<file path="config.mk">
export PLATFORM = sky130hd
export DESIGN_NAME = dpcs_top
export DESIGN_NICKNAME = d
export VERILOG_FILES = /design/src/hw/dpcs_pkg.sv /design/src/hw/dpcs_port_gate.sv /design/src/hw/dpcs_pll_chan.sv /design/src/hw/dpcs_top.sv
export SDC_FILE = /design/constraint.sdc
export NUM_CORES = 1
export LEC_CHECK = 0
export BUFFER_PORTS_ARGS = -buffer_cell sky130_fd_sc_hd__clkbuf_2
export CAP_MARGIN = 40
export CORE_MARGIN = 3
export CORE_UTILIZATION = 56
export CTS_CLUSTER_SIZE = 20
export DETAILED_ROUTE_END_ITERATION = 8
export PLACE_DENSITY = 0.87
export SETUP_SLACK_MARGIN = 0.02
export SYNTH_ARGS = -nofsm -noshare
export SYNTH_HDL_FRONTEND = slang
export SYNTH_SLANG_ARGS = --single-unit
</file>
<file path="constraint.sdc">
create_clock -name clk_sys_i -period 5.6 [get_ports clk_sys_i]
set_input_delay 1.12 -clock clk_sys_i [delete_from_list [all_inputs] [get_ports clk_sys_i]]
set_output_delay 1.12 -clock clk_sys_i [all_outputs]
set_load 0.03 [all_outputs]
</file>
<file path="src/hw/dpcs_pkg.sv">
// Shared constants of the display PLL configuration sequencer
package dpcs_pkg;
  localparam int          NUM_PLL        = 2;
  localparam int          NUM_PORT       = 2;
  localparam int          P_FLD_W        = 4;
  localparam int          K_FLD_W        = 3;
  localparam int          Q_FLD_W        = 8;
  localparam int          DCO_INT_W      = 10;
  localparam int          DCO_FRAC_W     = 15;
  localparam int          DIV_W          = 13;
  localparam int          SYM_DIV_W      = 16;
  localparam int          LOCK_CNT_W     = 16;
  // Divider field codes
  localparam logic [3:0]  P_CODE_2       = 4'h1;
  localparam logic [3:0]  P_CODE_3       = 4'h2;
  localparam logic [3:0]  P_CODE_5       = 4'h4;
  localparam logic [3:0]  P_CODE_7       = 4'h8;
  localparam logic [2:0]  K_CODE_1       = 3'h1;
  localparam logic [2:0]  K_CODE_2       = 3'h2;
  localparam logic [2:0]  K_CODE_3       = 3'h4;
  localparam logic [7:0]  Q_ONE          = 8'h01;
  localparam logic [15:0] SYM_FACTOR     = 16'h0005;
  // Spread spectrum encoding
  localparam logic        SSC_ON         = 1'b1;
  localparam logic        SSC_OFF        = 1'b0;
  // Port clock source select
  localparam logic [1:0]  SEL_FIRST_PLL  = 2'h0;
  localparam logic [1:0]  SEL_SECOND_PLL = 2'h1;
  // Reference frequency strap field
  localparam logic [1:0]  REF_19P2       = 2'h0;
  localparam logic [1:0]  REF_24         = 2'h1;
  localparam logic [1:0]  REF_38P4       = 2'h2;
  localparam logic [1:0]  REF_RST        = 2'h0;
  localparam logic [1:0]  STRAP_WAIT     = 2'h2;
  // Timing
  localparam int          CLK_PERIOD_NS  = 10;
  localparam int          LOCK_TIME_NS   = 50000;
  localparam int          UNLOCK_TIME_NS = 1000;
  localparam int          LOCK_MAX_CYC   = LOCK_TIME_NS / CLK_PERIOD_NS;
  localparam int          UNLOCK_MAX_CYC = UNLOCK_TIME_NS / CLK_PERIOD_NS;
  typedef enum logic [1:0] {
    ST_OFF     = 2'b00,
    ST_POWERED = 2'b01,
    ST_LOCKING = 2'b10,
    ST_LOCKED  = 2'b11
  } dpcs_state_t;
endpackage

</file>
<file path="src/hw/dpcs_port_gate.sv">
// Per-port clock source select and glitch-safe gate
`timescale 1ns/10ps
module dpcs_port_gate (
  input  wire logic       clk_sys_i,    // System clock
  input  wire logic       rst_b_i,      // Async reset, active low
  input  wire logic [1:0] src_sel_i,    // Clock source select
  input  wire logic       clk_off_i,    // Port clock off, 1 = stopped
  input  wire logic [1:0] pll_ready_i,  // Per PLL powered and locked
  output logic      [1:0] src_q_o,      // Registered source select
  output logic            gate_en_o     // Port clock enable
);
  logic       sel_valid;
  logic       src_ready;
  logic       gate_d;
  logic       gate_q;
  logic [1:0] src_q;

  assign sel_valid = (src_sel_i == dpcs_pkg::SEL_FIRST_PLL) ||
                     (src_sel_i == dpcs_pkg::SEL_SECOND_PLL);
  assign src_ready = (src_sel_i == dpcs_pkg::SEL_FIRST_PLL)  ? pll_ready_i[0] :
                     (src_sel_i == dpcs_pkg::SEL_SECOND_PLL) ? pll_ready_i[1] : 1'b0;
  // Gate stays shut unless source is valid, powered and locked
  assign gate_d    = ~clk_off_i & sel_valid & src_ready;

  always_ff @(posedge clk_sys_i or negedge rst_b_i) begin
    if (!rst_b_i) begin
      gate_q <= 1'b0;
      src_q  <= dpcs_pkg::SEL_FIRST_PLL;
    end else begin
      gate_q <= gate_d;
      src_q  <= src_sel_i;
    end
  end

  assign gate_en_o = gate_q;
  assign src_q_o   = src_q;

  a_gate_needs_lock: assert property (@(posedge clk_sys_i) disable iff (!rst_b_i)
    gate_q |-> $past(src_ready) && !$past(clk_off_i))
    else $error("port clock open without locked source");
  a_gate_off_bit: assert property (@(posedge clk_sys_i) disable iff (!rst_b_i)
    clk_off_i |=> !gate_q)
    else $error("port clock running while off bit set");
  a_gate_src_lost: assert property (@(posedge clk_sys_i) disable iff (!rst_b_i)
    (gate_q && !src_ready) |=> !gate_q)
    else $error("port clock not gated after source lost lock");
  c_gate_open: cover property (@(posedge clk_sys_i) disable iff (!rst_b_i) $rose(gate_q));
endmodule // dpcs_port_gate

</file>
<file path="src/hw/dpcs_pll_chan.sv">
// One display PLL: power, configuration shadow, legality and lock model
`timescale 1ns/10ps
module dpcs_pll_chan #(
  parameter int LOCK_CYC = dpcs_pkg::LOCK_MAX_CYC
) (
  input  wire logic        clk_sys_i,    // System clock
  input  wire logic        rst_b_i,      // Async reset, active low
  input  wire logic        power_en_i,   // PLL power enable
  input  wire logic        pll_en_i,     // PLL enable
  input  wire logic        ssc_en_i,     // Spread spectrum enable
  input  wire logic [9:0]  dco_int_i,    // Oscillator ratio integer
  input  wire logic [14:0] dco_frac_i,   // Oscillator ratio fraction
  input  wire logic [3:0]  p_code_i,     // P divider code
  input  wire logic [2:0]  k_code_i,     // K divider code
  input  wire logic [7:0]  q_ratio_i,    // Q divider ratio
  input  wire logic        q_mode_i,     // Q divider mode
  input  wire logic        err_clr_i,    // Clear sticky change error
  output logic             power_on_o,   // Power state enabled
  output logic             lock_o,       // Lock status
  output logic             cfg_err_o,    // Divider settings illegal
  output logic             chg_err_o,    // Config changed while enabled
  output logic             ssc_on_o,     // Spread spectrum running
  output logic [12:0]      div_total_o,  // P*Q*K of running config
  output logic [15:0]      sym_div_o,    // 5*P*Q*K, oscillator to symbol
  output logic [24:0]      dco_ratio_o   // Running oscillator ratio
);
  dpcs_pkg::dpcs_state_t state_q, state_d;
  logic [15:0] cnt_q, cnt_d;
  logic [3:0]  p_q;
  logic [2:0]  k_q;
  logic [7:0]  q_ratio_q;
  logic        q_mode_q, ssc_q;
  logic [24:0] dco_q;
  logic        shadow_load, legal, p_ok, k_ok, cfg_diff, lock_hit;
  logic [2:0]  p_val;
  logic [1:0]  k_val;
  logic [7:0]  q_eff, q_eff_in;
  logic        power_q, lock_q, cfg_err_q, chg_err_q, ssc_on_q;
  logic [12:0] div_q;
  logic [15:0] sym_q;

  // Shadow tracks the inputs only in the OFF and POWERED states, even with pll_en_i set
  assign shadow_load = (state_q == dpcs_pkg::ST_OFF) || (state_q == dpcs_pkg::ST_POWERED);
  assign cfg_diff    = ({dco_int_i, dco_frac_i} != dco_q) || (p_code_i != p_q) ||
                       (k_code_i != k_q) || (q_ratio_i != q_ratio_q) ||
                       (q_mode_i != q_mode_q) || (ssc_en_i != ssc_q);
  assign p_ok  = (p_code_i == dpcs_pkg::P_CODE_2) || (p_code_i == dpcs_pkg::P_CODE_3) ||
                 (p_code_i == dpcs_pkg::P_CODE_5) || (p_code_i == dpcs_pkg::P_CODE_7);
  assign k_ok  = (k_code_i == dpcs_pkg::K_CODE_1) || (k_code_i == dpcs_pkg::K_CODE_2) ||
                 (k_code_i == dpcs_pkg::K_CODE_3);
  assign q_eff_in = q_mode_i ? q_ratio_i : dpcs_pkg::Q_ONE;
  assign legal = p_ok && k_ok && (q_eff_in != 8'h00) &&
                 ((k_code_i == dpcs_pkg::K_CODE_2) || (q_eff_in == dpcs_pkg::Q_ONE));
  assign p_val = (p_q == dpcs_pkg::P_CODE_2) ? 3'h2 :
                 (p_q == dpcs_pkg::P_CODE_3) ? 3'h3 :
                 (p_q == dpcs_pkg::P_CODE_5) ? 3'h5 : 3'h7;
  assign k_val = (k_q == dpcs_pkg::K_CODE_2) ? 2'h2 :
                 (k_q == dpcs_pkg::K_CODE_3) ? 2'h3 : 2'h1;
  assign q_eff = q_mode_q ? q_ratio_q : dpcs_pkg::Q_ONE;
  assign lock_hit = (cnt_q == 16'(LOCK_CYC - 2));

  always_comb begin
    state_d = state_q;
    case (state_q)
      dpcs_pkg::ST_OFF: begin
        if (power_en_i) state_d = dpcs_pkg::ST_POWERED;
      end
      dpcs_pkg::ST_POWERED: begin
        if (!power_en_i) state_d = dpcs_pkg::ST_OFF;
        else if (pll_en_i && legal) state_d = dpcs_pkg::ST_LOCKING;
      end
      dpcs_pkg::ST_LOCKING: begin
        if (!power_en_i) state_d = dpcs_pkg::ST_OFF;
        else if (!pll_en_i) state_d = dpcs_pkg::ST_POWERED;
        else if (lock_hit) state_d = dpcs_pkg::ST_LOCKED;
      end
      dpcs_pkg::ST_LOCKED: begin
        if (!power_en_i) state_d = dpcs_pkg::ST_OFF;
        else if (!pll_en_i) state_d = dpcs_pkg::ST_POWERED;
      end
      default: state_d = dpcs_pkg::ST_OFF;
    endcase
  end

  assign cnt_d = (state_q == dpcs_pkg::ST_LOCKING) ? cnt_q + 16'h0001 : 16'h0000;

  always_ff @(posedge clk_sys_i or negedge rst_b_i) begin
    if (!rst_b_i) begin
      state_q <= dpcs_pkg::ST_OFF;
      cnt_q   <= 16'h0000;
      power_q <= 1'b0;
      lock_q  <= 1'b0;
    end else begin
      state_q <= state_d;
      cnt_q   <= cnt_d;
      power_q <= (state_d != dpcs_pkg::ST_OFF);
      lock_q  <= (state_d == dpcs_pkg::ST_LOCKED);
    end
  end

  always_ff @(posedge clk_sys_i or negedge rst_b_i) begin
    if (!rst_b_i) begin
      dco_q     <= 25'h0000000;
      p_q       <= dpcs_pkg::P_CODE_2;
      k_q       <= dpcs_pkg::K_CODE_1;
      q_ratio_q <= 8'h00;
      q_mode_q  <= 1'b0;
      ssc_q     <= dpcs_pkg::SSC_OFF;
    end else if (shadow_load) begin
      dco_q     <= {dco_int_i, dco_frac_i};
      p_q       <= p_code_i;
      k_q       <= k_code_i;
      q_ratio_q <= q_ratio_i;
      q_mode_q  <= q_mode_i;
      ssc_q     <= ssc_en_i;
    end
  end

  always_ff @(posedge clk_sys_i or negedge rst_b_i) begin
    if (!rst_b_i) begin
      cfg_err_q <= 1'b0;
      chg_err_q <= 1'b0;
      ssc_on_q  <= 1'b0;
      div_q     <= 13'h0000;
      sym_q     <= 16'h0000;
    end else begin
      cfg_err_q <= ~legal;
      // Set wins over clear
      chg_err_q <= (~shadow_load & cfg_diff) | (chg_err_q & ~err_clr_i);
      ssc_on_q  <= (ssc_q == dpcs_pkg::SSC_ON) && (state_q == dpcs_pkg::ST_LOCKED);
      div_q     <= 13'(16'(p_val) * 16'(q_eff) * 16'(k_val));
      sym_q     <= 16'(div_q) * dpcs_pkg::SYM_FACTOR;
    end
  end

  assign power_on_o  = power_q;
  assign lock_o      = lock_q;
  assign cfg_err_o   = cfg_err_q;
  assign chg_err_o   = chg_err_q;
  assign ssc_on_o    = ssc_on_q;
  assign div_total_o = div_q;
  assign sym_div_o   = sym_q;
  assign dco_ratio_o = dco_q;

  a_lock_needs_power: assert property (@(posedge clk_sys_i) disable iff (!rst_b_i)
    lock_q |-> power_q && $past(pll_en_i))
    else $error("lock reported without power and enable");
  a_lock_delay_exact: assert property (@(posedge clk_sys_i) disable iff (!rst_b_i)
    $rose(lock_q) |-> $past(cnt_q) == 16'(LOCK_CYC - 2))
    else $error("lock rose at wrong count");
  a_unlock_fast: assert property (@(posedge clk_sys_i) disable iff (!rst_b_i)
    !pll_en_i |=> !lock_q)
    else $error("lock held after disable");
  a_power_follows: assert property (@(posedge clk_sys_i) disable iff (!rst_b_i)
    power_en_i |=> power_q)
    else $error("power state did not follow enable");
  a_cfg_held_locked: assert property (@(posedge clk_sys_i) disable iff (!rst_b_i)
    lock_q && $past(lock_q) |-> $stable(dco_q) && $stable(p_q) && $stable(q_ratio_q))
    else $error("running config changed while locked");
  a_illegal_no_lock: assert property (@(posedge clk_sys_i) disable iff (!rst_b_i)
    (state_q == dpcs_pkg::ST_POWERED && !legal) |=> state_q != dpcs_pkg::ST_LOCKING)
    else $error("illegal dividers started locking");
  a_q_mode_off: assert property (@(posedge clk_sys_i) disable iff (!rst_b_i)
    !q_mode_q |=> div_q == ({10'h000, $past(p_val)} * {11'h000, $past(k_val)}))
    else $error("Q divider applied with mode off");
  c_pll_locked: cover property (@(posedge clk_sys_i) disable iff (!rst_b_i) $rose(lock_q));
  c_chg_err: cover property (@(posedge clk_sys_i) disable iff (!rst_b_i) $rose(chg_err_q));
endmodule // dpcs_pll_chan

</file>
<file path="src/hw/dpcs_top.sv">
// Display PLL config sequencer top: two PLLs, reference strap, two port gates
`timescale 1ns/10ps
module dpcs_top #(
  parameter int LOCK_CYC = dpcs_pkg::LOCK_MAX_CYC
) (
  input  wire logic             clk_sys_i,     // System clock, 100 MHz
  input  wire logic             rst_b_i,       // Async reset, active low
  input  wire logic [1:0]       ref_strap_i,   // Reference frequency strap pins
  input  wire logic [1:0]       power_en_i,    // Per PLL power enable
  input  wire logic [1:0]       pll_en_i,      // Per PLL enable
  input  wire logic [1:0]       ssc_en_i,      // Per PLL spread spectrum enable
  input  wire logic [1:0][9:0]  dco_int_i,     // Per PLL oscillator ratio integer
  input  wire logic [1:0][14:0] dco_frac_i,    // Per PLL oscillator ratio fraction
  input  wire logic [1:0][3:0]  p_code_i,      // Per PLL P divider code
  input  wire logic [1:0][2:0]  k_code_i,      // Per PLL K divider code
  input  wire logic [1:0][7:0]  q_ratio_i,     // Per PLL Q ratio
  input  wire logic [1:0]       q_mode_i,      // Per PLL Q mode
  input  wire logic [1:0]       err_clr_i,     // Per PLL clear change error
  input  wire logic [1:0][1:0]  port_sel_i,    // Per port clock source select
  input  wire logic [1:0]       port_off_i,    // Per port clock off
  output logic      [1:0]       ref_freq_o,    // Reference frequency field
  output logic                  ref_halved_o,  // Reference halved internally
  output logic      [1:0]       power_on_o,    // Per PLL power state
  output logic      [1:0]       lock_o,        // Per PLL lock
  output logic      [1:0]       cfg_err_o,     // Per PLL illegal dividers
  output logic      [1:0]       chg_err_o,     // Per PLL sticky change error
  output logic      [1:0]       ssc_on_o,      // Per PLL spread running
  output logic      [1:0][12:0] div_total_o,   // Per PLL P*Q*K
  output logic      [1:0][15:0] sym_div_o,     // Per PLL 5*P*Q*K
  output logic      [1:0][24:0] dco_ratio_o,   // Per PLL running ratio
  output logic      [1:0][1:0]  port_src_o,    // Per port registered source
  output logic      [1:0]       port_clk_en_o  // Per port clock enable
);
  logic [1:0] strap_s1_q, strap_s2_q;
  logic [1:0] strap_cnt_q;
  logic [1:0] ref_q;
  logic       halved_q;
  logic       strap_take;
  logic [1:0] pll_power, pll_lock, pll_ready;

  // Strap passes a two-stage synchroniser and is captured once after release
  always_ff @(posedge clk_sys_i or negedge rst_b_i) begin
    if (!rst_b_i) begin
      strap_s1_q <= dpcs_pkg::REF_RST;
      strap_s2_q <= dpcs_pkg::REF_RST;
    end else begin
      strap_s1_q <= ref_strap_i;
      strap_s2_q <= strap_s1_q;
    end
  end

  assign strap_take = (strap_cnt_q == dpcs_pkg::STRAP_WAIT);

  always_ff @(posedge clk_sys_i or negedge rst_b_i) begin
    if (!rst_b_i) begin
      strap_cnt_q <= 2'h0;
      ref_q       <= dpcs_pkg::REF_RST;
      halved_q    <= 1'b0;
    end else begin
      if (strap_cnt_q != 2'h3) strap_cnt_q <= strap_cnt_q + 2'h1;
      if (strap_take) begin
        ref_q    <= strap_s2_q;
        halved_q <= (strap_s2_q == dpcs_pkg::REF_38P4);
      end
    end
  end

  assign ref_freq_o   = ref_q;
  assign ref_halved_o = halved_q;

  genvar gi;
  generate
    for (gi = 0; gi < dpcs_pkg::NUM_PLL; gi++) begin : g_pll
      dpcs_pll_chan #(
        .LOCK_CYC (LOCK_CYC)
      ) u_chan (
        .clk_sys_i   (clk_sys_i),
        .rst_b_i     (rst_b_i),
        .power_en_i  (power_en_i[gi]),
        .pll_en_i    (pll_en_i[gi]),
        .ssc_en_i    (ssc_en_i[gi]),
        .dco_int_i   (dco_int_i[gi]),
        .dco_frac_i  (dco_frac_i[gi]),
        .p_code_i    (p_code_i[gi]),
        .k_code_i    (k_code_i[gi]),
        .q_ratio_i   (q_ratio_i[gi]),
        .q_mode_i    (q_mode_i[gi]),
        .err_clr_i   (err_clr_i[gi]),
        .power_on_o  (pll_power[gi]),
        .lock_o      (pll_lock[gi]),
        .cfg_err_o   (cfg_err_o[gi]),
        .chg_err_o   (chg_err_o[gi]),
        .ssc_on_o    (ssc_on_o[gi]),
        .div_total_o (div_total_o[gi]),
        .sym_div_o   (sym_div_o[gi]),
        .dco_ratio_o (dco_ratio_o[gi])
      );
      assign pll_ready[gi] = pll_power[gi] & pll_lock[gi];
    end
    for (gi = 0; gi < dpcs_pkg::NUM_PORT; gi++) begin : g_port
      dpcs_port_gate u_gate (
        .clk_sys_i   (clk_sys_i),
        .rst_b_i     (rst_b_i),
        .src_sel_i   (port_sel_i[gi]),
        .clk_off_i   (port_off_i[gi]),
        .pll_ready_i (pll_ready),
        .src_q_o     (port_src_o[gi]),
        .gate_en_o   (port_clk_en_o[gi])
      );
    end
  endgenerate

  assign power_on_o = pll_power;
  assign lock_o     = pll_lock;

  a_ref_halved: assert property (@(posedge clk_sys_i) disable iff (!rst_b_i)
    strap_cnt_q == 2'h3 |-> halved_q == (ref_q == dpcs_pkg::REF_38P4))
    else $error("halved flag disagrees with reference field");
  a_ref_stable: assert property (@(posedge clk_sys_i) disable iff (!rst_b_i)
    strap_cnt_q == 2'h3 && $past(strap_cnt_q) == 2'h3 |-> $stable(ref_q))
    else $error("reference field changed after capture");
  c_ref_38p4: cover property (@(posedge clk_sys_i) disable iff (!rst_b_i) $rose(halved_q));
endmodule // dpcs_top

</file>
==> reports/results.tsv, run 1 <==
metric	value	unit
fin_area	14000	µm²
grt_max_degree	108	
status	finished clean	
ys_seq_area_frac	0.427	
cts_tree	done	
rsz0062_at_grt	false	
first_pass_iters	5	
start_util	0.579	
netlist.area_leader.share	0.418	
gr-total-overflow	0	
hp-class	reg -> reg	
antenna_found_initial	0	
synth.most_common_cell	dfrtp_1	
cts_root_buf	clkbuf_16	
io_pins	227	
ctsLongestPathBuffers	3	
syn2layout_area_growth	18.0	%
max_slew_margin	0.495	
synthTopCellsByArea	dfrtp_1 42%, ha_1 9.5%, xor2_1 8.5%	
leakagePower	6.75	nW
yosys-top-cells-count	199 x dfrtp_1, 115 x xor2_1, 90 x ha_1, 87 x nor2_1, 86 x mux2_2	
clkTransAtPathRegs	60	ps
placedCellCount	1585	
dp_hpwl	19800	µm
synth-main-ff-cell	dfrtp_1	
h-tree-depth	1	
maxCapViolations	0	
cp_cell_sequence	xnor2_1 -> or3_1 -> and2_1 -> nand2_1 -> fa_1 -> inv_1 -> ha_1 -> a21o_1 -> a21oi_1 -> xor2_1 -> nor2_1 -> ha_1 -> nand3_1 -> o211ai_1 -> o41ai_1 -> o21ai_0 -> xnor2_1	
ys_seq_elements	203	
placeableCoreArea	20600	µm²
synth_area	11900	µm²
ys_types	54	
row_count	52	
critPathSlowestCell	fa_1	
fmax	0.222	GHz
skew	7.99	ps
irDropWorstVdd	0.235	mV
fin_cells	1626	
crit_buf_inv	1	
synth_largest_area_cell	dfrtp_1	
worst_skew_pair.late_latency	510	ps
cpPeakStageDelay	610	ps
grt_pass1_wl	43100	µm
synth_cells	1114	
cp.arrival	4880	ps
fin_util	0.683	
setup-tns-final	0	ps
routabilityCongestion	0.872	
worst_pin_slew	758	ps
cts_setup_buffers	0	
die_w	152	µm
die_height	152	µm
ant_nets	0	
endpoint_kind	register	
viasPerCell	5.54	
synthArstFlopShare	1.00	
worstPathRequired	5980	ps
syn_nets	1322	
path_max_fanout	6	
setup_viol	0	
n_antenna_cell	0	
synth_enable_flop_cells	0	
cts-resized-gates	0	
power_density	393	nW/µm²
finalNetCount	1548	
wl_per_cell	16.1	µm
whs	347	ps
min_period	4500	ps
place_area	13300	µm²
period_share	0.803	
avgSynthCellArea	10.7	µm²
wl	26200	µm
portBuffers	226	
route.vias.total	9011	
hold_buffers	0	
drv_slew	0	
synth_warnings	0	
drive_gt1_frac	0.271	
cts_num_sinks	203	
die_area	23000	µm²
cp-start-kind	register	
cts_buffers	23	
crit_family	compound AO/OA/AOI/OAI gates	
drc	0	
critPathKind	reg -> reg	
drtIter0Drc	518	
hold_viol_final	0	
grt_pass1_vias	9092	
gr-usage-all-layers	0.225	
==> worst paths after layout <==
path	slack [ps]	to	start	depth (start not counted)
setup / recovery	1100	g_pll[0].u_chan.div_total_o[11]	g_pll[0].u_chan.p_q[0]	17
hold / removal	350	strap_s2_q[1]	strap_s1_q[1]	0
setup reg to reg	1100	g_pll[0].u_chan.div_total_o[11]	g_pll[0].u_chan.p_q[0]	17
hold reg to reg	350	strap_s2_q[1]	strap_s1_q[1]	0
max in group asynchronous	3850	g_pll[1].u_chan.state_q[1]	rst_b_i	2
min in group asynchronous	680	g_pll[0].u_chan.k_q[2]	rst_b_i	1
==> through the flow <==
step                power (mW)  worst slack, ps
floorplan                 3.47             1640
global placement          3.95             1380
detailed placement        4.04             1140
CTS                       5.55             1120
global route              5.90              683
finish                    5.52             1100
==> power breakdown <==
group | internal [mW] | switching [mW]
logic | 0.876 | 1.35
clock network | 0.886 | 0.584
registers | 1.68 | 0.136
total | 3.44 | 2.08
==> layer usage <==
| metal | up-vias | GRT usage | wire length [µm] |
|---|---|---|---|
| met5 | - | 0 | 0 |
| met4 | 0 | 0.0539 | 607 |
| met3 | 51 | 0.0455 | 1600 |
| met2 | 256 | 0.388 | 12800 |
| met1 | 4355 | 0.294 | 11200 |
| li1 | 4349 | - | - |
==> sequential cells by signal, indices dropped and copies added (netlist names), 4 cells and up <==
signal,flops
g_pll.u_chan.cnt_q,32
g_pll.u_chan.dco_ratio_o,50
g_pll.u_chan.div_total_o,26
g_pll.u_chan.k_q,6
g_pll.u_chan.p_q,8
g_pll.u_chan.q_ratio_q,16
g_pll.u_chan.state_q,4
g_pll.u_chan.sym_div_o,32
g_port.u_gate.src_q_o,4
==> final cells by class <==
type / count / area [µm²]
clock buffer: 34 / 677
clock inverter: 7 / 77.6
fill: 1523 / 6520
inverter: 50 / 188
multi-input combinational: 831 / 6460
sequential: 203 / 5090
tap: 270 / 338
timing repair buffer: 231 / 1210
==> cells in the final DEF, fill, tap and decap left out, drive strengths merged, types with 11 or more instances in the layout <==
cell type  instances
clkbuf           260
fa                18
and3              19
inv               51
nand3             26
nor2              87
a21o              11
nor2b             18
ha                90
nor4              25
nor3              27
mux2              86
nand4             12
dfrtp            199
xnor2             43
nand2             68
and2              15
xor2             115
a21oi             44
o21ai             34
==> cells by family after synthesis <==
logic type,after synthesis,synth area share
buffers and inverters,80,0.0296
adders and majority gates,108,0.125
xor gates and xnor gates,158,0.116
DFF,203,0.427
muxes,86,0.0814
AOI/OAI and AO/OA,153,0.0845
and+or+nand+nor,326,0.136
Power figures use the tool's default switching activity.
==> inputs of run 2 (changes only) <==
==> constraint.sdc (replaced) <==
create_clock -name clk_sys_i -period 4.55 [get_ports clk_sys_i]
set_input_delay 0.91 -clock clk_sys_i [delete_from_list [all_inputs] [get_ports clk_sys_i]]
set_output_delay 0.91 -clock clk_sys_i [all_outputs]
set_load 0.03 [all_outputs]
==> reports/results.tsv, run 2 (synthesis gave the netlist of run 1 again) <==
metric	value	unit	change
die_height	152	µm	unchanged
crit_buf_inv	1		unchanged
cts_buffers	22		-4.3%
internal_power	4.17	mW	+21%
worstPathRequired	4930	ps	-1050 ps
grt_pass1_vias	9022		-0.77%
start_util	0.579		unchanged
worst_pin_slew	727	ps	-30.6 ps
viasPerCell	5.55		about the same
dp_hpwl	20200	µm	+2.1%
endpoint_kind	register		
irDropWorstVdd	0.293	mV	+25%
die_w	152	µm	unchanged
cp-start-kind	register		
ant_nets	0		unchanged
path_max_fanout	5		-1
io_pins	227		unchanged
p_switching	2.56	mW	+24%
h-tree-depth	1		unchanged
path_depth	17		unchanged
min_period	4250	ps	-244 ps
rsz0062_at_grt	false		
first_pass_iters	5		unchanged
maxCapViolations	0		unchanged
skew	17.5	ps	+9.51 ps
p_clk_frac	0.260		-0.006
critPathKind	reg -> reg		
hp-class	reg -> reg		
drv_slew	0		unchanged
crit_family	adder cells		
cts_tree	done		
max_slew_margin	0.515		+0.0204
whs	356	ps	+9.01 ps
drive_gt1_frac	0.279		+0.00811
wl	26300	µm	+0.45%
setup-tns-final	0	ps	unchanged
rrSetupSlack	300	ps	-810 ps
wl_per_cell	16.2	µm	+0.45%
clkTransAtPathRegs	60	ps	about the same
leakagePower	6.77	nW	+0.24%
status	finished clean		
power_frac_comb	0.407		+0.003
power_density	478	nW/µm²	+22%
worst_skew_pair.late_latency	520	ps	about the same
layout_common_cells	225 x clkbuf_2, 197 x dfrtp_1, 115 x xor2_1		
grt_max_degree	89		-18%
syn2layout_area_growth	18.3	%	
cp.arrival	4630	ps	-250 ps
gr-total-overflow	0		unchanged
grt_pass1_wl	43100	µm	about the same
cts_root_buf	clkbuf_16		
row_count	52		unchanged
portBuffers	226		unchanged
routabilityCongestion	0.864		-0.94%
drc	0		unchanged
die_area	23000	µm²	unchanged
ctsLongestPathBuffers	3		unchanged
route.vias.total	9018		+0.078%
drtIter0Drc	503		-2.9%
fmax	0.235	GHz	+5.7%
n_antenna_cell	0		unchanged
cpPeakStageDelay	600	ps	about the same
reg2regPathDepth	17		unchanged
hold_depth	0		unchanged
antenna_found_initial	0		unchanged
setup_viol	0		unchanged
fillers	1518		-0.33%
critPathSlowestCell	fa_1		
final_common_cell	clkbuf_2		
power.share.sequential	0.333		+0.004
p_sw_frac	0.381		+0.00486
largest_reg_flops	50		unchanged
gr-usage-all-layers	0.228		+0.00278
finalNetCount	1548		unchanged
cts_setup_buffers	0		unchanged
cts_num_sinks	203		unchanged
hold_viol_final	0		unchanged
placeableCoreArea	20600	µm²	unchanged
cp_cell_sequence	xnor2_1 -> or3_1 -> and2_1 -> nand2_1 -> fa_1 -> inv_1 -> ha_1 -> a21o_1 -> a21oi_1 -> xor2_1 -> nor2_1 -> ha_1 -> nand3_1 -> o211ai_1 -> o41ai_2 -> o21ai_0 -> xnor2_1		
period_share	0.935		+0.132
run 2: changes by cell type in the layout (fill, tap and decap cells not counted), sizes merged:
cell    previous run  this run
clkbuf           260       258
clkinv             4         6
buf                5         6
bufinv             1         0
run 2: stage by stage:
step	utilization	total power [mW]	instance area [µm²]	std cells	setup WS, ps
2_1_floorplan	-	4.28	11900	1114	591
3_3_place_gp	0.645	4.87	13300	1584	356
3_5_place_dp	0.647	4.98	13300	1586	119
4_1_cts	0.682	6.76	14000	1626	91.0
5_1_grt	0.685	7.19	14100	1626	59.5
6_report	0.685	6.73	14100	1626	298
run 2: final timing paths:
check / start / endpoint
hold reg to reg: strap_s1_q[1] / strap_s2_q[1]
min in group asynchronous: rst_b_i / g_pll[0].u_chan.sym_div_o[13]
hold / removal: strap_s1_q[1] / strap_s2_q[1]
setup reg to reg: g_pll[1].u_chan.p_q[0] / g_pll[1].u_chan.div_total_o[11]
max in group asynchronous: rst_b_i / g_pll[1].u_chan.p_q[0]
setup / recovery: g_pll[1].u_chan.p_q[0] / g_pll[1].u_chan.div_total_o[11]
run 2: area by class of cell:
| class | count | area (µm²) | area share |
|---|---|---|---|
| multi-input cells | 831 | 6510 | 0.463 |
| flip-flops and latches | 203 | 5090 | 0.361 |
| repair buffers | 232 | 1220 | 0.0868 |
| clock buffers | 32 | 658 | 0.0468 |
| well taps | 270 | 338 | 0.0240 |
| inverters | 50 | 188 | 0.0133 |
| clock inverters | 8 | 71.3 | 0.00507 |
run 2: timing repair:
action                                  4_1_cts  5_1_grt
hold buffers                                  0        0
resized for setup                             0        9
endpoints found under the setup margin        0        7
run 2: power by group through the flow:
stage	sequential, mW	combinational, mW	clock, mW
floorplan	2.66	1.61	0
global placement	2.26	2.61	0
detailed placement	2.27	2.71	0
CTS	2.24	2.74	1.79
global route	2.27	3.06	1.87
finish	2.24	2.74	1.75
run 2: layer usage:
layer / share of wire / wire length [µm] / vias up / global-route usage
met5: 0 / 0 / - / 0
met4: 0.027 / 701 / 0 / 0.0669
met3: 0.063 / 1670 / 54 / 0.0431
met2: 0.48 / 12700 / 281 / 0.384
met1: 0.43 / 11200 / 4341 / 0.303
li1: - / - / 4342 / -
==> inputs of run 3 (changes only) <==
--- a/config.mk
+++ b/config.mk
@@ -11,7 +11,7 @@
 export CORE_UTILIZATION = 56
 export CTS_CLUSTER_SIZE = 20
 export DETAILED_ROUTE_END_ITERATION = 8
-export PLACE_DENSITY = 0.87
+export PLACE_DENSITY = 0.81
 export SETUP_SLACK_MARGIN = 0.02
 export SYNTH_ARGS = -nofsm -noshare
 export SYNTH_HDL_FRONTEND = slang
==> reports/results.tsv, run 3 (synthesis gave the netlist of run 1 again) <==
metric	value	unit	change
io_pins	227		unchanged
viasPerCell	5.42		-2.3%
drc	0		unchanged
wl_per_cell	15.4	µm	-4.5%
fin_area	14100	µm²	+0.28%
drtIter0Drc	479		-4.8%
start_util	0.579		unchanged
p_switching	2.55	mW	-0.72%
p_sw_frac	0.373		-0.00810
maxCapViolations	0		unchanged
cts_buffers	23		+4.5%
crit_buf_inv	1		unchanged
layout_common_cells	225 x clkbuf_2, 197 x dfrtp_1, 115 x xor2_1		
irDropWorstVdd	0.236	mV	-20%
path_depth	17		unchanged
crit_family	adder cells		
setup_viol	0		unchanged
reg2regPathDepth	17		unchanged
worstPathRequired	4940	ps	about the same
cts_root_buf	clkbuf_16		
path_max_fanout	5		unchanged
routabilityCongestion	0.856		-0.87%
die_area	23000	µm²	unchanged
cp.arrival	4620	ps	about the same
critPathSlowestCell	fa_1		
hp-class	reg -> reg		
fmax	0.236	GHz	+0.49%
ctsLongestPathBuffers	3		unchanged
setup-tns-final	0	ps	unchanged
largest_reg_flops	50		unchanged
met2WireLength	11700	µm	-8.3%
p_clk_frac	0.275		+0.015
wl	25100	µm	-4.4%
die_w	152	µm	unchanged
cts_setup_buffers	0		unchanged
cpPeakStageDelay	600	ps	about the same
cts_tree	done		
hold_viol_final	0		unchanged
internal_power	4.28	mW	+2.8%
power.share.sequential	0.327		-0.006
grt_pass1_vias	8683		-3.8%
syn2layout_area_growth	18.6	%	
wl_met3	1300	µm	-22%
worst_pin_slew	769	ps	+42.0 ps
placeableCoreArea	20600	µm²	unchanged
power_frac_comb	0.398		-0.009
drv_slew	0		unchanged
cp-start-kind	register		
fin_util	0.687		+0.00195
ant_nets	0		unchanged
wl_met1	11500	µm	+3.1%
grt_max_degree	93		+4.5%
die_height	152	µm	unchanged
gr-usage-all-layers	0.214		-0.0140
routed.top_layer	met4		
power_density	484	nW/µm²	+1.1%
skew	11.0	ps	-6.52 ps
n_antenna_cell	0		unchanged
cp_cell_sequence	xnor2_1 -> or3_1 -> and2_1 -> nand2_1 -> fa_1 -> inv_1 -> ha_1 -> a21o_1 -> a21oi_1 -> xor2_1 -> nor2_1 -> ha_1 -> nand3_1 -> o211ai_1 -> o41ai_2 -> o21ai_0 -> xnor2_1		
worst_skew_pair.late_latency	510	ps	about the same
row_count	52		unchanged
fin_cells	1628		+0.12%
grt_pass1_wl	40800	µm	-5.5%
h-tree-depth	1		unchanged
drive_gt1_frac	0.277		-0.00262
period_share	0.930		-0.00457
route.vias.total	8823		-2.2%
max_slew_margin	0.487		-0.0280
dp_hpwl	19400	µm	-4.2%
rsz0062_at_grt	false		
portBuffers	226		unchanged
gr-total-overflow	0		unchanged
critPathKind	reg -> reg		
min_period	4230	ps	-20.8 ps
hold_depth	0		unchanged
leakagePower	6.78	nW	+0.17%
cts_num_sinks	203		unchanged
final_common_cell	clkbuf_2		
endpoint_kind	register		
finalNetCount	1549		+0.065%
status	finished clean		
first_pass_iters	5		unchanged
clkTransAtPathRegs	60	ps	about the same
place_area	13300	µm²	about the same
placedCellCount	1586		unchanged
antenna_found_initial	0		unchanged
-- run 3: what timing repair did --
action / 4_1_cts / 5_1_grt
hold buffers: 0 / 0
gates resized for setup: 0 / 3
endpoints found under the setup margin: 0 / 2
-- run 3: area by class of cell --
type                       instances  area [µm²]
inverter                          50         188
tap                              270         338
multi-input combinational        831        6480
clock buffer                      30         652
timing repair buffer             232        1230
sequential                       203        5090
clock inverter                    12         138
fill                            1560        6440
-- run 3: metal layers --
metal / GRT usage / vias up
met1: 0.291 / 4187
met3: 0.0428 / 48
met5: 0 / -
met4: 0.0535 / 0
li1: - / 4354
met2: 0.355 / 234
-- run 3: power by group through the flow --
| stage | logic [mW] | clock network (mW) | registers, mW |
|---|---|---|---|
| after detailed placement | 2.69 | 0 | 2.27 |
| final | 2.72 | 1.88 | 2.23 |
| after global routing | 3.03 | 2.00 | 2.27 |
| after CTS | 2.72 | 1.92 | 2.24 |
| after global placement | 2.61 | 0 | 2.26 |
| after floorplan | 1.61 | 0 | 2.66 |
-- run 3: through the flow --
stage / setup slack [ps] / hold slack (ps) / power (mW)
2_1_floorplan: 591 / 331 / 4.28
3_3_place_gp: 350 / 337 / 4.87
3_5_place_dp: 229 / 346 / 4.96
4_1_cts: 205 / 353 / 6.88
5_1_grt: 31.7 / 356 / 7.30
6_report: 319 / 350 / 6.83
-- run 3: path summary, 6_finish.rpt --
check | startpoint | endpoint | slack, ps
setup / recovery | g_pll[1].u_chan.p_q[0] | g_pll[1].u_chan.div_total_o[11] | 320
hold / removal | strap_s1_q[0] | strap_s2_q[0] | 350
setup reg to reg | g_pll[1].u_chan.p_q[0] | g_pll[1].u_chan.div_total_o[11] | 320
hold reg to reg | strap_s1_q[0] | strap_s2_q[0] | 350
max in group asynchronous | rst_b_i | g_pll[0].u_chan.p_q[2] | 3120
min in group asynchronous | rst_b_i | g_pll[0].u_chan.sym_div_o[15] | 440
